$ cat config.mk
export PLATFORM = sky130hd
export DESIGN_NAME = esttc_top
export DESIGN_NICKNAME = d
export VERILOG_FILES = /design/src/verilog/esttc_pkg.sv /design/src/verilog/esttc_tick_if.sv /design/src/verilog/esttc_tick_gen.sv /design/src/verilog/esttc_top.sv
export VERILOG_INCLUDE_DIRS = /design/src /design/src/verilog
export SDC_FILE = /design/constraint.sdc
export NUM_CORES = 1
export LEC_CHECK = 0
export BUFFER_PORTS_ARGS = -buffer_cell sky130_fd_sc_hd__buf_2
export CAP_MARGIN = 5
export CORE_MARGIN = 8
export CORE_UTILIZATION = 55
export DETAILED_ROUTE_END_ITERATION = 10
export GPL_ROUTABILITY_DRIVEN = 0
export PLACE_DENSITY = 0.81
export REMOVE_ABC_BUFFERS = 1
export SLEW_MARGIN = 20
export SYNTH_ARGS = -nofsm -noshare
export SYNTH_HDL_FRONTEND = slang
export SYNTH_SLANG_ARGS = --single-unit
$ cat constraint.sdc
create_clock -name sys_clk -period 4.41 [get_ports sys_clk]
set_clock_uncertainty 0.2 [all_clocks]
set_input_delay 0 -clock sys_clk [delete_from_list [all_inputs] [get_ports sys_clk]]
set_output_delay 0 -clock sys_clk [all_outputs]
set_load 0.02 [all_outputs]
$ cat src/verilog/esttc_defines.svh
// Register offsets, field positions, reset values and timing counts of the timer.
// Included by the package and the design modules; holds definitions only.
`ifndef ESTTC_DEFINES_SVH
`define ESTTC_DEFINES_SVH

`define ESTTC_OFF_CTRL 12'h000
`define ESTTC_OFF_CNTL 12'h004
`define ESTTC_OFF_CNTH 12'h008
`define ESTTC_OFF_INTC 12'h00C
`define ESTTC_OFF_MISC 12'h010

`define ESTTC_BIT_RUN 7
`define ESTTC_BIT_WIDTH 6
`define ESTTC_BIT_SRC 5
`define ESTTC_BIT_EDGE 4
`define ESTTC_BIT_BYPASS 3
`define ESTTC_BIT_OVF_EN 5
`define ESTTC_BIT_OVF_FLAG 2
`define ESTTC_BIT_SLEEP 0

`define ESTTC_CTRL_RESET 8'hFF
`define ESTTC_CNTH_RESET 8'h00
`define ESTTC_INTC_RESET 8'h00

`define ESTTC_CYC_PER_INSTR 4'h4
`define ESTTC_WRITE_HOLDOFF 2'h2

`endif

$ cat src/verilog/esttc_pkg.sv
// Types shared by the timer top and its instruction-cycle tick generator.
// Assumes the defines header is on the include path.
`include "esttc_defines.svh"

package esttc_pkg;
  typedef enum logic [2:0] {
    ESTTC_IDLE = 3'h1,
    ESTTC_ACCESS = 3'h2,
    ESTTC_DONE = 3'h4
  } esttc_bus_state_t;
  typedef logic [7:0] esttc_byte_t;
endpackage

$ cat src/verilog/esttc_tick_if.sv
// Carries the instruction-cycle tick from the generator to the timer.
// Assumes one clock domain, sys_clk.
`timescale 1ns/1ps
`default_nettype none

interface esttc_tick_if;
  logic tick;
  modport src (output tick);
  modport dst (input tick);
endinterface

`default_nettype wire

$ cat src/verilog/esttc_tick_gen.sv
// Instruction cycle tick: one sys_clk pulse every four clocks.
// Assumes sys_clk and rst as in the top module.
`timescale 1ns/1ps
`default_nettype none

`include "esttc_defines.svh"

module esttc_tick_gen
  import esttc_pkg::*;
(
  // Clock and reset
  input wire logic sys_clk,
  input wire logic rst,
  // Tick out
  esttc_tick_if.src tick_port
);
  logic [3:0] phase_ff;
  logic tick_ff;

  always_ff @(posedge sys_clk or posedge rst) begin
    if (rst) begin
      phase_ff <= 4'h0;
    end else if (phase_ff == `ESTTC_CYC_PER_INSTR - 4'h1) begin
      phase_ff <= 4'h0;
    end else begin
      phase_ff <= phase_ff + 4'h1;
    end
  end

  always_ff @(posedge sys_clk or posedge rst) begin
    if (rst) begin
      tick_ff <= 1'b0;
    end else begin
      tick_ff <= (phase_ff == `ESTTC_CYC_PER_INSTR - 4'h1);
    end
  end

  assign tick_port.tick = tick_ff;
endmodule

`default_nettype wire

$ cat src/verilog/esttc_top.sv
// Eight/sixteen-bit timer counter with prescaler, APB register slave.
// Assumes an APB master on sys_clk; ext_count_pin synchronous to sys_clk.
// Summary of operation
// - Control bit 7 set runs the counter, cleared halts it.
// - Control bit 6 set gives 8-bit counting, cleared 16-bit.
// - Control bit 5 set counts pin edges, cleared counts instruction cycles.
// - Control bit 4 set counts falling pin edges, cleared rising edges.
// - Control bit 3 set bypasses the prescaler, cleared uses its output.
// - Ratio bits 2-0 divide by two to the power ratio plus one.
// - Timer mode without prescaler advances once each instruction cycle.
// - A low byte write blocks increments for two instruction cycles.
// - Prescaler is an 8-bit count hidden from software.
// - Low byte write clears the prescaler count only while it is in use (bit 3 clear), assignment untouched.
// - Prescaler assignment may change while the counter runs.
// - Overflow flag sets on wrap FFh to 00h or FFFFh to 0000h.
// - Interrupt output is the flag gated by its enable bit.
// - Sleep halts the counter so no overflow arises during it.
// - Low byte read in 16-bit mode copies true high byte to buffer.
// - Low byte write in 16-bit mode loads true high byte from buffer.
// - True high byte is reached only through the buffer register.
// - Buffer resets to zero; low count byte is left unchanged.
// - Pin input passes a synchroniser before it may advance the count.
//
// Our own choices: the APB slave port and the register offsets.
`timescale 1ns/1ps
`default_nettype none

`include "esttc_defines.svh"

module esttc_top
  import esttc_pkg::*;
(
  // Clock and reset
  input wire logic sys_clk,
  input wire logic rst,
  // APB slave
  input wire logic psel,
  input wire logic penable,
  input wire logic pwrite,
  input wire logic [11:0] paddr,
  input wire logic [31:0] pwdata,
  output logic [31:0] prdata,
  output logic pready,
  output logic pslverr,
  // Pins and system
  input wire logic ext_count_pin,
  input wire logic sleep_mode,
  output logic overflow_irq
);
  esttc_tick_if tick_bus ();

  esttc_tick_gen u_tick (
    .sys_clk(sys_clk),
    .rst(rst),
    .tick_port(tick_bus)
  );

  esttc_bus_state_t bus_state_ff;
  esttc_bus_state_t nxt_bus_state;
  logic [31:0] prdata_ff;
  logic pslverr_ff;
  logic pready_ff;
  esttc_byte_t ctrl_ff;
  esttc_byte_t cnt_lo_ff;
  esttc_byte_t cnt_hi_ff;
  esttc_byte_t hi_buf_ff;
  logic ovf_flag_ff;
  logic ovf_en_ff;
  logic irq_ff;
  logic [7:0] presc_ff;
  logic [1:0] holdoff_ff;
  logic sync1_ff;
  logic sync2_ff;
  logic pin_last_ff;

  logic run_enable;
  logic width_select;
  logic count_source_select;
  logic count_edge_select;
  logic prescaler_bypass;
  logic [2:0] prescale_ratio;
  logic acc_cycle;
  logic wr_ctrl;
  logic wr_lo;
  logic wr_hi;
  logic wr_intc;
  logic rd_lo;
  logic addr_ok;
  logic sel_ctrl;
  logic sel_lo;
  logic sel_hi;
  logic sel_intc;
  logic sel_misc;
  logic src_event;
  logic presc_out;
  logic count_event;
  logic inc;
  logic [15:0] cnt_cur;
  logic [16:0] cnt_sum;
  logic wrap;
  logic [7:0] presc_nxt;

  assign run_enable = ctrl_ff[`ESTTC_BIT_RUN];
  assign width_select = ctrl_ff[`ESTTC_BIT_WIDTH];
  assign count_source_select = ctrl_ff[`ESTTC_BIT_SRC];
  assign count_edge_select = ctrl_ff[`ESTTC_BIT_EDGE];
  assign prescaler_bypass = ctrl_ff[`ESTTC_BIT_BYPASS];
  assign prescale_ratio = ctrl_ff[2:0];

  // APB access phase handshake; one wait state, answer in the second cycle after setup.
  always_comb begin
    nxt_bus_state = bus_state_ff;
    case (bus_state_ff)
      ESTTC_IDLE: begin
        if (psel && !penable) begin
          nxt_bus_state = ESTTC_ACCESS;
        end
      end
      ESTTC_ACCESS: begin
        nxt_bus_state = ESTTC_DONE;
      end
      ESTTC_DONE: begin
        nxt_bus_state = ESTTC_IDLE;
      end
      default: begin
        nxt_bus_state = ESTTC_IDLE;
      end
    endcase
  end

  always_ff @(posedge sys_clk or posedge rst) begin
    if (rst) begin
      bus_state_ff <= ESTTC_IDLE;
    end else begin
      bus_state_ff <= nxt_bus_state;
    end
  end

  // One decode of the held address serves the write strobes and the error answer.
  always_comb begin
    sel_ctrl = 1'b0;
    sel_lo = 1'b0;
    sel_hi = 1'b0;
    sel_intc = 1'b0;
    sel_misc = 1'b0;
    case (paddr)
      `ESTTC_OFF_CTRL: begin
        sel_ctrl = 1'b1;
      end
      `ESTTC_OFF_CNTL: begin
        sel_lo = 1'b1;
      end
      `ESTTC_OFF_CNTH: begin
        sel_hi = 1'b1;
      end
      `ESTTC_OFF_INTC: begin
        sel_intc = 1'b1;
      end
      `ESTTC_OFF_MISC: begin
        sel_misc = 1'b1;
      end
      default: begin
        sel_ctrl = 1'b0;
      end
    endcase
  end

  // The access is acted on once, on the edge that raises pready.
  assign acc_cycle = (bus_state_ff == ESTTC_ACCESS) && psel && penable;
  assign addr_ok = sel_ctrl || sel_lo || sel_hi || sel_intc || sel_misc;
  assign wr_ctrl = acc_cycle && pwrite && sel_ctrl;
  assign wr_lo = acc_cycle && pwrite && sel_lo;
  assign wr_hi = acc_cycle && pwrite && sel_hi;
  assign wr_intc = acc_cycle && pwrite && sel_intc;
  assign rd_lo = acc_cycle && !pwrite && sel_lo;

  always_ff @(posedge sys_clk or posedge rst) begin
    if (rst) begin
      pready_ff <= 1'b0;
      pslverr_ff <= 1'b0;
    end else begin
      pready_ff <= acc_cycle;
      pslverr_ff <= acc_cycle && !addr_ok;
    end
  end

  // Read data; the true high byte has no address of its own.
  always_ff @(posedge sys_clk or posedge rst) begin
    if (rst) begin
      prdata_ff <= 32'h0000_0000;
    end else if (acc_cycle && !pwrite) begin
      case (paddr)
        `ESTTC_OFF_CTRL: prdata_ff <= {24'h00_0000, ctrl_ff};
        `ESTTC_OFF_CNTL: prdata_ff <= {24'h00_0000, cnt_lo_ff};
        `ESTTC_OFF_CNTH: prdata_ff <= {24'h00_0000, hi_buf_ff};
        `ESTTC_OFF_INTC: prdata_ff <= {24'h00_0000, 2'h0, ovf_en_ff, 2'h0,
                                       ovf_flag_ff, 2'h0};
        `ESTTC_OFF_MISC: prdata_ff <= {31'h0000_0000, sleep_mode};
        default: prdata_ff <= 32'h0000_0000;
      endcase
    end else begin
      prdata_ff <= 32'h0000_0000;
    end
  end

  // Assignment and ratio may change any time; the prescaler keeps running.
  always_ff @(posedge sys_clk or posedge rst) begin
    if (rst) begin
      ctrl_ff <= `ESTTC_CTRL_RESET;
    end else if (wr_ctrl) begin
      ctrl_ff <= pwdata[7:0];
    end
  end

  // Enable bit only; the flag bit of the same write is handled with the flag.
  always_ff @(posedge sys_clk or posedge rst) begin
    if (rst) begin
      ovf_en_ff <= 1'b0;
    end else if (wr_intc) begin
      ovf_en_ff <= pwdata[`ESTTC_BIT_OVF_EN];
    end
  end

  // Pin synchroniser; only the second stage feeds the edge detector.
  always_ff @(posedge sys_clk or posedge rst) begin
    if (rst) begin
      sync1_ff <= 1'b0;
      sync2_ff <= 1'b0;
      pin_last_ff <= 1'b0;
    end else begin
      sync1_ff <= ext_count_pin;
      sync2_ff <= sync1_ff;
      pin_last_ff <= sync2_ff;
    end
  end

  // Detector idles low; a pin held high through reset reads as one rising edge.
  always_comb begin
    if (count_source_select) begin
      if (count_edge_select) begin
        src_event = pin_last_ff && !sync2_ff;
      end else begin
        src_event = !pin_last_ff && sync2_ff;
      end
    end else begin
      src_event = tick_bus.tick;
    end
  end

  // Output pulses when bit ratio of the count toggles to zero: divide by 2^(ratio+1).
  assign presc_nxt = presc_ff + 8'h01;
  assign presc_out = src_event && (presc_nxt[prescale_ratio] == 1'b0) &&
                     (presc_ff[prescale_ratio] == 1'b1);

  always_ff @(posedge sys_clk or posedge rst) begin
    if (rst) begin
      presc_ff <= 8'h00;
    end else if (wr_lo && !prescaler_bypass) begin
      presc_ff <= 8'h00;
    end else if (src_event && run_enable && !sleep_mode) begin
      presc_ff <= presc_nxt;
    end
  end

  assign count_event = prescaler_bypass ? src_event : presc_out;

  // Holdoff counts instruction cycles after a low byte write.
  always_ff @(posedge sys_clk or posedge rst) begin
    if (rst) begin
      holdoff_ff <= 2'h0;
    end else if (wr_lo) begin
      holdoff_ff <= `ESTTC_WRITE_HOLDOFF;
    end else if (tick_bus.tick && holdoff_ff != 2'h0) begin
      holdoff_ff <= holdoff_ff - 2'h1;
    end
  end

  // A low byte write wins over a count that lands in the same cycle.
  assign inc = count_event && run_enable && !sleep_mode && (holdoff_ff == 2'h0) &&
               !wr_lo;
  assign cnt_cur = {cnt_hi_ff, cnt_lo_ff};
  assign cnt_sum = {1'b0, cnt_cur} + 17'h0_0001;
  // In 8-bit mode the high byte plays no part in overflow.
  assign wrap = inc && (width_select ? (cnt_lo_ff == 8'hFF)
                                     : (cnt_cur == 16'hFFFF));

  // Low byte keeps its value through reset; only a write or a count moves it.
  always_ff @(posedge sys_clk) begin
    if (wr_lo) begin
      cnt_lo_ff <= pwdata[7:0];
    end else if (inc) begin
      cnt_lo_ff <= cnt_sum[7:0];
    end
  end

  // In 8-bit mode the true high byte is frozen; only a 16-bit low write loads it.
  always_ff @(posedge sys_clk or posedge rst) begin
    if (rst) begin
      cnt_hi_ff <= 8'h00;
    end else if (wr_lo && !width_select) begin
      cnt_hi_ff <= hi_buf_ff;
    end else if (inc && !width_select) begin
      cnt_hi_ff <= cnt_sum[15:8];
    end
  end

  // Buffer is loaded from the true high byte on a 16-bit low byte read.
  always_ff @(posedge sys_clk or posedge rst) begin
    if (rst) begin
      hi_buf_ff <= `ESTTC_CNTH_RESET;
    end else if (wr_hi) begin
      hi_buf_ff <= pwdata[7:0];
    end else if (rd_lo && !width_select) begin
      hi_buf_ff <= cnt_hi_ff;
    end
  end

  // Set wins over a software clear in the same cycle.
  always_ff @(posedge sys_clk or posedge rst) begin
    if (rst) begin
      ovf_flag_ff <= 1'b0;
    end else if (wrap) begin
      ovf_flag_ff <= 1'b1;
    end else if (wr_intc && !pwdata[`ESTTC_BIT_OVF_FLAG]) begin
      ovf_flag_ff <= 1'b0;
    end
  end

  // Registered so the pin comes from a flip-flop; it lags the flag by one cycle.
  always_ff @(posedge sys_clk or posedge rst) begin
    if (rst) begin
      irq_ff <= 1'b0;
    end else begin
      irq_ff <= ovf_flag_ff && ovf_en_ff;
    end
  end

  assign prdata = prdata_ff;
  assign pready = pready_ff;
  assign pslverr = pslverr_ff;
  assign overflow_irq = irq_ff;
endmodule

`default_nettype wire
======== Word-level counts from Yosys, hierarchy flattened ========
Cells that the tools add are included.
storage, ports and cells
  bits in registers ....................... 90
  latch bits .............................. 0
  RAM bits ................................ 0
  ROM bits ................................ 0
  input bits .............................. 51
  output and inout bits ................... 35
  word-level logic and storage cells ...... 116
  memories ................................ 0
operators by class
  add/sub/neg operators ................... 4
  $mul .................................... 0
  div/mod/pow operators ................... 0
  magnitude comparators ................... 1
  equality and inequality tests ........... 10
  shifts and indexed selects .............. 0
  multiplexer cells ....................... 30
  bitwise gates (word level) .............. 1
  reductions and logical operators ........ 52
operators by type and width
  cell                   count
  $mux 8                 8
  $pmux 8 s5             1
  $mux 32                1
  $logic_and 1x1->1      29
  $eq 12x4->1 const B    2
  $add 16x1->16 const B  1
  $eq 16x16->1 const B   1
  $reduce_bool 2->1      7
  $mux 1                 13
  $eq 12x3->1 const B    1
  $eq 12x5->1 const B    1
  $logic_not 12->1       1
  $logic_not 1->1        10
  $add 8x1->8 const B    1
  $eq 8x8->1 const B     1
  $bmux 1 s3             2
  $pmux 3 s2             1
  $add 4x1->4 const B    1
  $eq 4x2->1 const B     1
  $logic_or 1x1->1       4
  $lt 3x4->1 const B     1
  $mux 2                 2
  $mux 4                 1
  $eq 3x1->1 const B     1
  6 further kinds        6

======== Logic depth before layout (Yosys ltp) ========
Gate-level depths: netlist of the first run.
  depth in word-level cells ............... 14
  depth in mapped cells ................... 9
  mapped depth without buffers ............ 7

======== Cells and area by module ========
A second synthesis of the first run with hierarchy kept.
unflattened totals
  cells, all modules ...................... 356
  area total of the unflattened synthesis .. 3,702.3 um^2
modules (own cells, without submodules)
  module          instances  cells an instance  area each (um^2)  sequential area each (um^2)
  esttc_top       1          343                3,512.1           1,577.8
  esttc_tick_gen  1          13                 190.2             125.1

======== Least setup slack after synthesis of the first run ========
Ideal clock, no wire load.
  kind .................................... reg-to-reg
  start point ............................. register presc_ff[0]
  end point ............................... register cnt_lo_ff[0], enable pin
  library setup time ...................... 0.329 ns
  arrival ................................. 2.056 ns
  required time ........................... 3.881 ns
  setup slack ............................. 1.825 ns
  cell stages (with the launch flop) ...... 8
  path buffers ............................ 0
  clock period less this slack ............ 2.585 ns
  path through ............................ dfrtp_1 -> ha_1 -> and3_1 -> and3_4 -> a211o_1 -> o31ai_4 -> nand3_1 -> nand2_1
on the way
  longest elaborated chain between the ends .. 12
  elaborated cells on any way between the ends .. 14
  those cells by class .................... add/sub (1); mux (5); bitwise (1); reduce/logical (7)
ends and longest elaborated chain
  item                                    RTL line          source
  start: declaration                      esttc_top.sv:70   logic [7:0] presc_ff;
  start signal: assignment                esttc_top.sv:261  presc_ff <= presc_nxt;
  $add 8x1->8                             esttc_top.sv:251  assign presc_nxt = presc_ff + 8'h01;
  $bmux 1 s3                              esttc_top.sv:252  assign presc_out = src_event && (presc_nxt[prescale_ratio] == 1'b0) &&
  $mux 1 (not written as such)            esttc_top.sv:252
  $not 1->1                               esttc_top.sv:252
  $logic_and 1x1->1                       esttc_top.sv:252
  $logic_and 1x1->1 (*)                   esttc_top.sv:252
  $mux 1 (*)                              esttc_top.sv:265  assign count_event = prescaler_bypass ? src_event : presc_out;
  $logic_and 1x1->1 (*) (4 in a row)      esttc_top.sv:279  assign inc = count_event && run_enable && !sleep_mode && (holdoff_ff == 2'h0) &&
  $reduce_bool 2->1 (no source line) (*)  n/a
  end signal: assignment                  esttc_top.sv:290  cnt_lo_ff <= pwdata[7:0];
  end signal: assignment                  esttc_top.sv:292  cnt_lo_ff <= cnt_sum[7:0];
  end: declaration                        esttc_top.sv:64   esttc_byte_t cnt_lo_ff;
Every way passes the cells marked *; elsewhere a longest branch is shown, timed or not. The select of a mux whose other input is x is not followed.
A chain may end at the register's enable or synchronous reset.

======== Final worst setup path of the first run ========
  start point ............................. register presc_ff[0]
  end point ............................... register cnt_lo_ff[3], enable pin
The elaborated chain is that of the path after synthesis.

==> results of run 1 <==
[metal layers]
layer / up-vias / wire length [um]
met5: - / 0
met4: 0 / 293
met3: 29 / 691
met2: 156 / 4389
met1: 1476 / 3714
li1: 1412 / -
[worst paths after layout]
kind | start | endpoint | slack, ns
worst max-delay path | presc_ff[0]$_DFFE_PP0P_ | cnt_lo_ff[3]$_DFFE_PP_ | 1.50
worst min-delay path | pwrite | prdata[5]$_DFF_PP0_ | 0.04
worst max register to register | presc_ff[0]$_DFFE_PP0P_ | cnt_lo_ff[3]$_DFFE_PP_ | 1.50
worst min register to register | sync1_ff$_DFF_PP0_ | sync2_ff$_DFF_PP0_ | 0.15
max in group asynchronous | rst | hi_buf_ff[4]$_DFFE_PP0P_ | 3.32
min in group asynchronous | rst | hi_buf_ff[0]$_DFFE_PP0P_ | 0.21
[synth_stat cells (2+ instances only)]
master	n
a211oi_1	4
inv_1	10
nand4_1	4
nor3_1	7
a21oi_1	5
and4_1	4
or4_1	2
xnor2_1	8
dfstp_2	9
nor2b_1	3
buf_2	8
and3_1	4
a22o_1	2
xor2_1	7
nand2_1	43
a222oi_1	8
nor3b_1	4
nand3b_1	2
dfrtp_1	49
nor4_1	3
a311oi_1	6
nor2_1	36
and2_1	3
o21ai_0	12
ha_1	4
o21ai_1	12
nor4_4	2
o21ai_2	2
mux2_1	8
nor3_4	2
buf_4	27
nand3_1	15
edfxtp_1	8
o22ai_1	4
a31oi_1	2
mux2i_1	10
clkbuf_1	2
[final cells by class]
type | instances | share of cell area, %
timing repair buffer | 57 | 8.804
multi-input combinational | 279 | 42.37
tap | 80 | 2.317
clock inverter | 4 | 1.796
sequential | 66 | 39.41
inverter | 11 | 0.9557
clock buffer | 12 | 4.344
[where the power goes]
part	total (mW)	internal (mW)	switching, mW
Clock	0.648	0.405	0.244
Combinational	0.102	0.0368	0.0651
Sequential	0.634	0.627	0.00675
[through the flow]
step / utilization, % / hold slack [ns] / cell area (um^2) / setup slack, ns
detailed placement: 58.00 / -0.08737 / 3875 / 1.506
floorplan: - / -0.1686 / 3575 / 1.685
finish: 64.66 / 0.04119 / 4320 / 1.502
global placement: 58.00 / -0.09044 / 3875 / 1.569
CTS: 64.66 / 0.005311 / 4320 / 1.476
global route: 64.66 / 0.07153 / 4320 / 1.336
[state kept, by name, summed over array words and instances (netlist names), 2 cells and up]
signal / count
bus_state_ff: 3
cnt_hi_ff: 8
cnt_lo_ff: 8
ctrl_ff: 8
hi_buf_ff: 8
holdoff_ff: 2
prdata: 8
presc_ff: 8
u_tick.phase_ff: 4
[worst max-delay path, stage by stage, from the launching register on]
cell and delay, ns:
dfrtp_1 0.44, ha_1 0.26, and3_1 0.23, and3_4 0.19, a211o_1 0.31, o31ai_4 0.43, nand3_1 0.19, nand2_1 0.32
[cells by family (layout without fill, tap and decap cells)]
logic type,Yosys count,count (layout),share of synthesized area (%)
AND/OR/NAND/NOR,147,147,22.05
AO/OA/AOI/OAI,69,69,13.66
flip-flops,66,66,45.55
buffers and inverters,48,84,7.798
multiplexers,20,20,5.991
XOR/XNOR,15,15,3.514
adder cells (fa/ha/maj),4,4,1.339
other,1,24,0.1003
[timing repair]
action / 4_1_cts / 5_1_grt
hold buffers: 18 / 0
hold endpoints to repair: 83 / 0
setup buffers: 0 / 0
==> impl_metrics.prom, run 1 <==
# TYPE chip_impl_metric gauge
chip_impl_metric{name="synthesis.instances",unit=""} 370
chip_impl_metric{name="worstPathMaxFanout",unit=""} 9
chip_impl_metric{name="grt_pass1_vias",unit=""} 3074
chip_impl_info{name="layout_common_cells",value="49 x dfrtp_1, 43 x nand2_1, 37 x buf_2"} 1
chip_impl_metric{name="final_total_negative_setup_slack",unit="ns"} 0
chip_impl_metric{name="floorplan.io_pins",unit=""} 86
chip_impl_metric{name="layout_cells_sized_above_1",unit="%"} 19.81
chip_impl_metric{name="floorplan.die_area",unit="um^2"} 9691
chip_impl_metric{name="avg_wl_per_cell",unit="um"} 17.86
chip_impl_metric{name="multiInputGateArea",unit="um^2"} 1831
chip_impl_info{name="hp-class",value="input port to flop"} 1
chip_impl_metric{name="detail_route.drc_violations",unit=""} 0
chip_impl_metric{name="syn_area",unit="um^2"} 3739
chip_impl_metric{name="clock_slew_seen_by_the_registers_of_the_worst_setup_and_hold_paths",unit="ns"} 0.07
chip_impl_metric{name="synth_register_bits",unit=""} 66
chip_impl_metric{name="rows",unit=""} 30
chip_impl_metric{name="grt_use_met1",unit="%"} 21.79
chip_impl_info{name="timing.critical_path.from_type",value="flop"} 1
chip_impl_info{name="crit_path_end_kind",value="flop"} 1
chip_impl_info{name="grt_most_used_layer",value="met2"} 1
chip_impl_info{name="cts.root.buffer_cell",value="clkbuf_8"} 1
chip_impl_metric{name="grt_antenna_before_repair",unit=""} 0
chip_impl_metric{name="cp_data_arrival_time",unit="ns"} 2.73
chip_impl_metric{name="port_buffers",unit=""} 37
chip_impl_metric{name="fin_total_pwr",unit="mW"} 1.384
chip_impl_metric{name="fp.dieH",unit="um"} 98.45
chip_impl_metric{name="route.antenna.remaining_nets",unit=""} 0
chip_impl_metric{name="layout_overhead_on_the_synthesized_area",unit="%"} 15.56
chip_impl_metric{name="count_of_different_cell_masters_after_synthesis",unit=""} 66
chip_impl_metric{name="global_route_wire_length_before_repair",unit="um"} 14720
chip_impl_metric{name="yosysTopAreaCellShare",unit="%"} 32.80
chip_impl_metric{name="final_nets",unit=""} 479
chip_impl_metric{name="start_util",unit="%"} 55.96
chip_impl_metric{name="finalSetupViolCount",unit=""} 0
chip_impl_metric{name="grt_use_total",unit="%"} 19.08
chip_impl_info{name="mostFrequentLayoutCell",value="dfrtp_1"} 1
chip_impl_info{name="clock_tree_from_tritoncts",value="done"} 1
chip_impl_metric{name="peakVddDrop",unit="mV"} 0.1557
chip_impl_metric{name="minimum_clock_period_after_layout",unit="ns"} 2.908
chip_impl_metric{name="required",unit="ns"} 4.23
chip_impl_metric{name="power.leakage",unit="nW"} 1.928
chip_impl_metric{name="globalRouteMet3Util",unit="%"} 5.708
chip_impl_info{name="synth.top_cells.by_area",value="dfrtp_1 33%, edfxtp_1 6.4%, dfstp_2 6.3%"} 1
chip_impl_metric{name="clock_insertion_delay_at_the_later_pin_of_the_skew_report",unit="ns"} 0.35
chip_impl_metric{name="final_hold_viol_count",unit=""} 0
chip_impl_metric{name="drt_first_iter_violations",unit=""} 249
chip_impl_metric{name="synth-edff-count",unit=""} 8
chip_impl_info{name="timing_worst_setup_path_type",value="flop to flop"} 1
chip_impl_metric{name="timing.hold.worst_path_depth",unit=""} 4
chip_impl_info{name="post-synth-top-area-cell",value="dfrtp_1"} 1
chip_impl_metric{name="synth-seq-area-share",unit="%"} 45.55
chip_impl_metric{name="cts-htree-levels",unit=""} 3
chip_impl_metric{name="wirelength_routed",unit="um"} 9089
chip_impl_metric{name="pin_count_of_the_biggest_net_entering_global_routing",unit=""} 59
chip_impl_metric{name="grt_overflow",unit=""} 0
chip_impl_metric{name="tightestPinTransition",unit="ns"} 0.7354
chip_impl_metric{name="place_inst",unit=""} 475
chip_impl_info{name="run_status",value="complete, no violations"} 1
chip_impl_metric{name="cts_max_path_buffers",unit=""} 2
chip_impl_metric{name="cts_repair_resize_count",unit=""} 0
chip_impl_metric{name="timing.fmax",unit="GHz"} 0.3438
chip_impl_metric{name="cts_num_sinks",unit=""} 66
chip_impl_metric{name="worst_r2r_path_depth",unit=""} 7
chip_impl_metric{name="min_period_over_period",unit="%"} 65.95
chip_impl_metric{name="ff_latch_area",unit="um^2"} 1703
chip_impl_metric{name="synthArstFlopShare",unit="%"} 87.88
chip_impl_metric{name="chipWidth",unit="um"} 98.45
chip_impl_metric{name="drt-vias-per-instance",unit=""} 6.037
chip_impl_metric{name="final_cell_count_no_fill",unit=""} 509
chip_impl_metric{name="antenna-diode-count",unit=""} 0
chip_impl_metric{name="synth_warnings",unit=""} 0
chip_impl_info{name="ys.flop_type",value="dfrtp_1"} 1
chip_impl_metric{name="area_of_the_core",unit="um^2"} 6681
chip_impl_metric{name="grtUsageMet2",unit="%"} 31.45
chip_impl_metric{name="power-per-cell-area",unit="nW/um^2"} 320.4
chip_impl_metric{name="maxCapViolCount",unit=""} 0
chip_impl_metric{name="final.fill_count",unit=""} 514
chip_impl_metric{name="drt_first_pass_iters",unit=""} 8
chip_impl_metric{name="cts_inserted_buffers",unit=""} 9
chip_impl_metric{name="slew_headroom",unit="%"} 50.98
chip_impl_metric{name="syn_avg_cell_area",unit="um^2"} 10.10
chip_impl_metric{name="drv_slew",unit=""} 0
chip_impl_metric{name="route.vias.total",unit=""} 3073
chip_impl_info{name="grt_setup_unrepaired",value="false"} 1
chip_impl_metric{name="hpwlAfterDp",unit="um"} 6297
Note: power is estimated with default switching activity, not from simulation.
==> inputs of run 2 (changes only) <==
--- a/config.mk
+++ b/config.mk
@@ -6,6 +6,7 @@
 export SDC_FILE = /design/constraint.sdc
 export NUM_CORES = 1
 export LEC_CHECK = 0
+export ABC_AREA = 1
 export BUFFER_PORTS_ARGS = -buffer_cell sky130_fd_sc_hd__buf_2
 export CAP_MARGIN = 5
 export CORE_MARGIN = 8
==> constraint.sdc (replaced) <==
create_clock -name sys_clk -period 2.9 [get_ports sys_clk]
set_clock_uncertainty 0.2 [all_clocks]
set_input_delay 0 -clock sys_clk [delete_from_list [all_inputs] [get_ports sys_clk]]
set_output_delay 0 -clock sys_clk [all_outputs]
set_load 0.02 [all_outputs]
==> impl_metrics.prom, run 2 <==
# TYPE chip_impl_metric gauge
chip_impl_info{name="run_status",value="complete, no violations"} 1
chip_impl_metric{name="clock_slew_seen_by_the_registers_of_the_worst_setup_and_hold_paths",unit="ns"} 0.08
chip_impl_metric{name="synth_register_bits",unit=""} 66
chip_impl_metric{name="syn_area",unit="um^2"} 3881
chip_impl_info{name="post-synth-top-area-cell",value="dfrtp_1"} 1
chip_impl_metric{name="synthesis.instances",unit=""} 494
chip_impl_metric{name="final_nets",unit=""} 612
chip_impl_metric{name="final_cell_count_no_fill",unit=""} 658
chip_impl_metric{name="cts_num_sinks",unit=""} 66
chip_impl_info{name="path_delay_family",value="simple AND/OR/NAND/NOR gates"} 1
chip_impl_info{name="yosys-top-cells-count",value="88 x nand2_1, 65 x inv_1, 61 x nor2_1, 49 x dfrtp_1, 38 x nand3_1"} 1
chip_impl_metric{name="worstPathMaxFanout",unit=""} 17
chip_impl_metric{name="synth_warnings",unit=""} 0
chip_impl_metric{name="crit_buf_inv",unit=""} 1
chip_impl_info{name="grt_setup_unrepaired",value="false"} 1
chip_impl_metric{name="grt_overflow",unit=""} 0
chip_impl_info{name="layout_common_cells",value="88 x nand2_1, 64 x inv_1, 61 x nor2_1"} 1
chip_impl_metric{name="cts_inserted_buffers",unit=""} 9
chip_impl_metric{name="clock_insertion_delay_at_the_later_pin_of_the_skew_report",unit="ns"} 0.36
chip_impl_metric{name="cts_max_path_buffers",unit=""} 2
chip_impl_metric{name="synth-edff-count",unit=""} 8
chip_impl_metric{name="tightestPinTransition",unit="ns"} 0.6682
chip_impl_info{name="crit_path_frequent_cell",value="nand2_1"} 1
chip_impl_info{name="cts.root.buffer_cell",value="clkbuf_8"} 1
chip_impl_metric{name="final_hold_viol_count",unit=""} 0
chip_impl_metric{name="grt_pass1_vias",unit=""} 3378
chip_impl_info{name="clock_tree_from_tritoncts",value="done"} 1
chip_impl_metric{name="synth-seq-area-share",unit="%"} 43.87
chip_impl_metric{name="antenna-diode-count",unit=""} 0
chip_impl_metric{name="area_of_the_core",unit="um^2"} 6832
chip_impl_metric{name="route.antenna.remaining_nets",unit=""} 0
chip_impl_metric{name="port_buffers",unit=""} 37
chip_impl_info{name="synth.top_cells.by_area",value="dfrtp_1 32%, nand2_1 8.5%, inv_1 6.3%"} 1
chip_impl_metric{name="grt_use_total",unit="%"} 19.55
chip_impl_metric{name="chipWidth",unit="um"} 100.0
chip_impl_metric{name="power.leakage",unit="nW"} 2.183
chip_impl_metric{name="floorplan.die_area",unit="um^2"} 10000
chip_impl_metric{name="wirelength_routed",unit="um"} 9236
chip_impl_metric{name="route.vias.total",unit=""} 3470
chip_impl_metric{name="syn_avg_cell_area",unit="um^2"} 7.857
chip_impl_metric{name="pin_count_of_the_biggest_net_entering_global_routing",unit=""} 31
chip_impl_metric{name="grt_antenna_before_repair",unit=""} 0
chip_impl_metric{name="drt-vias-per-instance",unit=""} 5.274
chip_impl_metric{name="required",unit="ns"} 2.94
chip_impl_metric{name="fp.dieH",unit="um"} 100.0
chip_impl_metric{name="final_total_negative_setup_slack",unit="ns"} 0
chip_impl_metric{name="timing.fmax",unit="GHz"} 0.4404
chip_impl_metric{name="cts_repair_resize_count",unit=""} 0
chip_impl_metric{name="rows",unit=""} 30
chip_impl_info{name="hp-class",value="input port to flop"} 1
chip_impl_info{name="timing_worst_setup_path_type",value="flop to flop"} 1
chip_impl_metric{name="avg_wl_per_cell",unit="um"} 14.04
chip_impl_metric{name="layout_overhead_on_the_synthesized_area",unit="%"} 14.89
chip_impl_metric{name="yosysTopAreaCellShare",unit="%"} 31.59
chip_impl_metric{name="cp_data_arrival_time",unit="ns"} 2.31
chip_impl_metric{name="drt_first_pass_iters",unit=""} 5
chip_impl_metric{name="floorplan.io_pins",unit=""} 86
chip_impl_metric{name="slew_headroom",unit="%"} 55.45
chip_impl_metric{name="place_inst",unit=""} 622
chip_impl_metric{name="finalSetupViolCount",unit=""} 0
chip_impl_metric{name="minimum_clock_period_after_layout",unit="ns"} 2.271
chip_impl_info{name="crit_chain",value="nand2_1 > o21ai_0 > o22ai_1 > inv_1 > nand3_1 > nor2_1 > nand2_2 > nand2_4 > nand2_4 > nand2_1 > nand2_1"} 1
chip_impl_metric{name="layout_cells_sized_above_1",unit="%"} 16.19
chip_impl_info{name="timing.critical_path.from_type",value="flop"} 1
chip_impl_metric{name="global_route_wire_length_before_repair",unit="um"} 15640
chip_impl_metric{name="drt_first_iter_violations",unit=""} 263
chip_impl_metric{name="detail_route.drc_violations",unit=""} 0
chip_impl_metric{name="power-per-cell-area",unit="nW/um^2"} 418.7
chip_impl_metric{name="count_of_different_cell_masters_after_synthesis",unit=""} 40
chip_impl_metric{name="maxCapViolCount",unit=""} 0
chip_impl_metric{name="max_stage_delay",unit="ns"} 0.55
chip_impl_info{name="crit_path_end_kind",value="flop"} 1
chip_impl_metric{name="min_period_over_period",unit="%"} 78.29
chip_impl_info{name="yosysMostFrequentCell",value="nand2_1"} 1
chip_impl_info{name="ys.flop_type",value="dfrtp_1"} 1
chip_impl_metric{name="synthArstFlopShare",unit="%"} 87.88
chip_impl_info{name="mostFrequentLayoutCell",value="nand2_1"} 1
chip_impl_metric{name="peakVddDrop",unit="mV"} 0.2172
chip_impl_metric{name="hpwlAfterDp",unit="um"} 6782
chip_impl_metric{name="start_util",unit="%"} 56.81
chip_impl_metric{name="drv_slew",unit=""} 0
chip_impl_metric{name="cts-htree-levels",unit=""} 3
chip_impl_info{name="cpMaxStageDelayCell",value="dfstp_2"} 1
-- run 2: where the power goes --
group	total [mW]	internal (mW)	switching (mW)
clock network	0.756	0.366	0.390
registers	0.964	0.953	0.0107
logic	0.147	0.0535	0.0937
-- run 2: timing repair --
action | in CTS | in global routing
hold endpoints to repair | 63 | 0
hold buffers | 20 | 0
setup buffers | 0 | 0
-- run 2: area by class of cell --
type,instances,area (um^2)
clock buffer,10,148.9
clock inverter,6,46.29
fill,581,2372
inverter,74,277.8
multi-input combinational,347,1763
sequential,66,1703
tap,96,120.1
timing repair buffer,59,400.4
-- run 2: tightest hold or removal path, stage by stage --
cell	delay [ns]
buf_2	0.10
nand4_1	0.13
nor2_1	0.07
a211oi_1	0.18
nor2_1	0.06
-- run 2: per-layer routing --
metal	wire (um)	share of wire, %	global-route usage, %
met4	226	2.4	9.651
met5	0	0	0
met3	721	7.8	4.291
met2	4195	45	30.73
met1	4093	44	24.81
-- run 2: final timing paths --
check / startpoint / slack [ns] / to / cells after the start
worst max-delay path: ctrl_ff[4]$_DFFE_PP1P_ / 0.63 / cnt_hi_ff[4]$_DFFE_PP0P_ / 11
worst min-delay path: paddr[4] / 0.05 / prdata[0]$_DFF_PP0_ / 5
worst max register to register: ctrl_ff[4]$_DFFE_PP1P_ / 0.63 / cnt_hi_ff[4]$_DFFE_PP0P_ / 11
worst min register to register: sync1_ff$_DFF_PP0_ / 0.15 / sync2_ff$_DFF_PP0_ / 0
max in group asynchronous: rst / 1.59 / ctrl_ff[6]$_DFFE_PP1P_ / 4
min in group asynchronous: rst / 0.06 / overflow_irq$_DFF_PP0_ / 3
-- run 2: cells by family after synthesis --
kind of cell,after synthesis,share of synthesized area (%)
and+or+nand+nor,224,26.66
buffers and inverters,104,12.93
AOI/OAI and AO/OA,78,11.32
DFF,66,43.88
xor gates and xnor gates,17,3.836
adders and majority gates,4,1.290
other,1,0.09662
-- run 2: stage by stage --
step	setup slack (ns)	total power [mW]	hold slack [ns]	utilization [%]	cell area, um^2
finish	0.6295	1.867	0.04703	65.27	4459
global route	0.3970	1.940	0.08693	65.27	4459
CTS	0.6195	1.876	0.01778	65.27	4459
detailed placement	0.6308	1.109	-0.08624	59.49	4064
global placement	0.6830	1.102	-0.09210	59.49	4064
floorplan	0.9356	1.064	-0.1686	-	3744
==> inputs of run 3 (changes only) <==
--- a/config.mk
+++ b/config.mk
@@ -6,14 +6,14 @@
 export SDC_FILE = /design/constraint.sdc
 export NUM_CORES = 1
 export LEC_CHECK = 0
-export ABC_AREA = 1
+export ABC_AREA = 0
 export BUFFER_PORTS_ARGS = -buffer_cell sky130_fd_sc_hd__buf_2
 export CAP_MARGIN = 5
 export CORE_MARGIN = 8
-export CORE_UTILIZATION = 55
+export CORE_UTILIZATION = 54
 export DETAILED_ROUTE_END_ITERATION = 10
 export GPL_ROUTABILITY_DRIVEN = 0
-export PLACE_DENSITY = 0.81
+export PLACE_DENSITY = 0.8
 export REMOVE_ABC_BUFFERS = 1
 export SLEW_MARGIN = 20
 export SYNTH_ARGS = -nofsm -noshare
==> constraint.sdc (replaced) <==
create_clock -name sys_clk -period 2.2 [get_ports sys_clk]
set_clock_uncertainty 0.2 [all_clocks]
set_input_delay 0 -clock sys_clk [delete_from_list [all_inputs] [get_ports sys_clk]]
set_output_delay 0 -clock sys_clk [all_outputs]
set_load 0.02 [all_outputs]
==> impl_metrics.prom, run 3 (same netlist as run 1, synthesis figures left out) <==
# TYPE chip_impl_metric gauge
chip_impl_info{name="clock_tree_from_tritoncts",value="done"} 1
chip_impl_metric{name="floorplan.die_area",unit="um^2"} 9842
chip_impl_metric{name="grt_pass1_vias",unit=""} 3271
chip_impl_metric{name="finalSetupViolCount",unit=""} 17
chip_impl_metric{name="required",unit="ns"} 2.27
chip_impl_metric{name="min_period_over_period",unit="%"} 105.6
chip_impl_info{name="crit-reg2reg-launch",value="presc_ff[1]$_DFFE_PP0P_"} 1
chip_impl_metric{name="slew_headroom",unit="%"} 49.20
chip_impl_info{name="grt_setup_unrepaired",value="true"} 1
chip_impl_metric{name="crit_buf_inv",unit=""} 1
chip_impl_metric{name="start_util",unit="%"} 55.33
chip_impl_metric{name="combPwrFrac",unit="%"} 9.0
chip_impl_metric{name="minimum_clock_period_after_layout",unit="ns"} 2.322
chip_impl_metric{name="floorplan.io_pins",unit=""} 86
chip_impl_info{name="timing.critical_path.from",value="presc_ff[1]$_DFFE_PP0P_"} 1
chip_impl_metric{name="p_seq_share",unit="%"} 50.8
chip_impl_metric{name="power.switching",unit="mW"} 0.6465
chip_impl_metric{name="power-per-cell-area",unit="nW/um^2"} 533.2
chip_impl_info{name="crit_chain",value="ha_2 > and3_4 > and3_4 > a211o_4 > o31ai_4 > buf_4 > a311oi_2 > a311oi_2"} 1
chip_impl_metric{name="hpwlAfterDp",unit="um"} 6887
chip_impl_metric{name="grt_antenna_before_repair",unit=""} 0
chip_impl_metric{name="avg_wl_per_cell",unit="um"} 18.51
chip_impl_info{name="cts.root.buffer_cell",value="clkbuf_8"} 1
chip_impl_metric{name="smallest_hold_slack",unit="ns"} 0.03016
chip_impl_metric{name="cts_max_path_buffers",unit=""} 2
chip_impl_metric{name="drv_slew",unit=""} 0
chip_impl_info{name="run_status",value="finished with violations"} 1
chip_impl_metric{name="fp.dieH",unit="um"} 99.21
chip_impl_metric{name="grt_overflow",unit=""} 0
chip_impl_metric{name="fin_util",unit="%"} 69.57
chip_impl_metric{name="worstPathMaxFanout",unit=""} 8
chip_impl_metric{name="drt-vias-per-instance",unit=""} 6.016
chip_impl_metric{name="max_stage_delay",unit="ns"} 0.39
chip_impl_info{name="failed_checks",value="setup timing"} 1
chip_impl_info{name="timing.critical_path.from_type",value="flop"} 1
chip_impl_info{name="mostFrequentLayoutCell",value="dfrtp_1"} 1
chip_impl_metric{name="port_buffers",unit=""} 37
chip_impl_metric{name="pin_count_of_the_biggest_net_entering_global_routing",unit=""} 59
chip_impl_metric{name="clock_slew_seen_by_the_registers_of_the_worst_setup_and_hold_paths",unit="ns"} 0.07
chip_impl_info{name="hp-start",value="paddr[9]"} 1
chip_impl_metric{name="rows",unit=""} 30
chip_impl_metric{name="maxCapViolCount",unit=""} 0
chip_impl_info{name="layout_common_cells",value="49 x dfrtp_1, 41 x nand2_1, 37 x buf_2"} 1
chip_impl_metric{name="global_route_wire_length_before_repair",unit="um"} 16270
chip_impl_metric{name="layout_overhead_on_the_synthesized_area",unit="%"} 25.74
chip_impl_metric{name="cts-htree-levels",unit=""} 3
chip_impl_metric{name="grt_use_total",unit="%"} 20.98
chip_impl_metric{name="detail_route.drc_violations",unit=""} 0
chip_impl_info{name="hp-class",value="input port to flop"} 1
chip_impl_metric{name="chipWidth",unit="um"} 99.21
chip_impl_metric{name="timing.fmax",unit="GHz"} 0.4306
chip_impl_metric{name="peakVddDrop",unit="mV"} 0.2892
chip_impl_metric{name="clock_insertion_delay_at_the_later_pin_of_the_skew_report",unit="ns"} 0.36
chip_impl_info{name="timing_worst_setup_path_type",value="flop to flop"} 1
chip_impl_metric{name="area_of_the_core",unit="um^2"} 6756
chip_impl_metric{name="internal_power",unit="mW"} 1.860
chip_impl_metric{name="route.vias.total",unit=""} 3321
chip_impl_info{name="path_delay_family",value="compound AO/OA/AOI/OAI gates"} 1
chip_impl_metric{name="cts_num_sinks",unit=""} 66
chip_impl_metric{name="final_hold_viol_count",unit=""} 0
chip_impl_metric{name="final_nets",unit=""} 522
chip_impl_metric{name="wirelength_routed",unit="um"} 10220
chip_impl_info{name="cpMaxStageDelayCell",value="dfrtp_1"} 1
chip_impl_metric{name="final.fill_count",unit=""} 493
chip_impl_metric{name="power.clock.fraction",unit="%"} 40.2
chip_impl_metric{name="drt_first_iter_violations",unit=""} 210
chip_impl_metric{name="route.antenna.remaining_nets",unit=""} 0
chip_impl_metric{name="cts_inserted_buffers",unit=""} 9
chip_impl_metric{name="antenna-diode-count",unit=""} 0
chip_impl_metric{name="drt_first_pass_iters",unit=""} 8
chip_impl_info{name="crit_path_end_kind",value="flop"} 1
chip_impl_metric{name="layout_cells_sized_above_1",unit="%"} 28.60
chip_impl_metric{name="power.switching_fraction",unit="%"} 25.79
chip_impl_metric{name="setup_slack",unit="ns"} -0.1222
chip_impl_metric{name="cp_data_arrival_time",unit="ns"} 2.39
chip_impl_metric{name="tightestPinTransition",unit="ns"} 0.7621
chip_impl_metric{name="power.leakage",unit="nW"} 2.124
-- run 3: changes by cell type in the layout (fill, tap and decap cells not counted), sizes merged, moves of 22 or more --
cell / change
inv: -62
nand2: -51
buf: +38
nor2: -31
nand3: -27
a21oi: -22
-- run 3: routing by layer --
layer  share of wire [%]  GRT usage, %  wire, um  vias up
li1                    -             -         -     1494
met1                  40         24.04      4101     1637
met2                  50         34.56      5129      164
met3                 6.8         5.377       694       26
met4                 2.9         12.57       294        0
met5                   0             0         0        -
-- run 3: final timing paths --
check	endpoint	slack [ns]	depth (start not counted)
min in group asynchronous	bus_state_ff[1]$_DFFE_PP0P_	0.20	4
max reg2reg	cnt_hi_ff[5]$_DFFE_PP0P_	-0.12	8
max in group asynchronous	cnt_hi_ff[4]$_DFFE_PP0P_	1.10	4
min	prdata[5]$_DFF_PP0_	0.03	6
min reg2reg	sync2_ff$_DFF_PP0_	0.15	0
max	cnt_hi_ff[5]$_DFFE_PP0P_	-0.12	8
-- run 3: timing repair --
item,in CTS,in global routing
pin swaps,10,4
hold endpoints to repair,86,0
endpoints found under the setup margin,17,27
hold buffers,23,0
resized for setup,5,11
setup buffers,2,4
-- run 3: worst min-delay path: cells and delay by family --
kind | cells | cell delay, ns
AND/OR/NAND/NOR | 4 | 0.35
buffers and inverters | 1 | 0.10
AO/OA/AOI/OAI | 1 | 0.09
-- run 3: power groups by stage --
| stage | combinational [mW] | clock (mW) | sequential [mW] |
|---|---|---|---|
| 2_1_floorplan | 0.117 | 0 | 1.29 |
| 3_3_place_gp | 0.173 | 0 | 1.29 |
| 3_5_place_dp | 0.183 | 0 | 1.30 |
| 4_1_cts | 0.218 | 1.02 | 1.27 |
| 5_1_grt | 0.250 | 1.07 | 1.27 |
| 6_report | 0.224 | 1.01 | 1.27 |
-- run 3: final cells by class --
type                       count  area (um^2)  share of cell area, %
tap                           80        100.1                  2.129
timing repair buffer         100        757.0                  16.10
sequential                    66         1703                  36.23
clock buffer                  11        131.4                  2.795
clock inverter                 5        55.05                  1.171
multi-input combinational    279         1913                  40.70
inverter                      11        41.29                 0.8784
-- run 3: metrics by stage --
stage                     worst slack (ns)  setup TNS, ns  total power, mW  cell area [um^2]  instances
after floorplan                    -0.5247         -8.131            1.409              3575        356
after global placement             -0.1946         -2.294            1.467              4148        508
after detailed placement           -0.2577         -3.317            1.479              4148        508
after CTS                          -0.1020         -1.368            2.511              4601        549
after global routing               -0.1926         -3.003            2.597              4701        552
final                              -0.1222         -1.769            2.506              4701        552
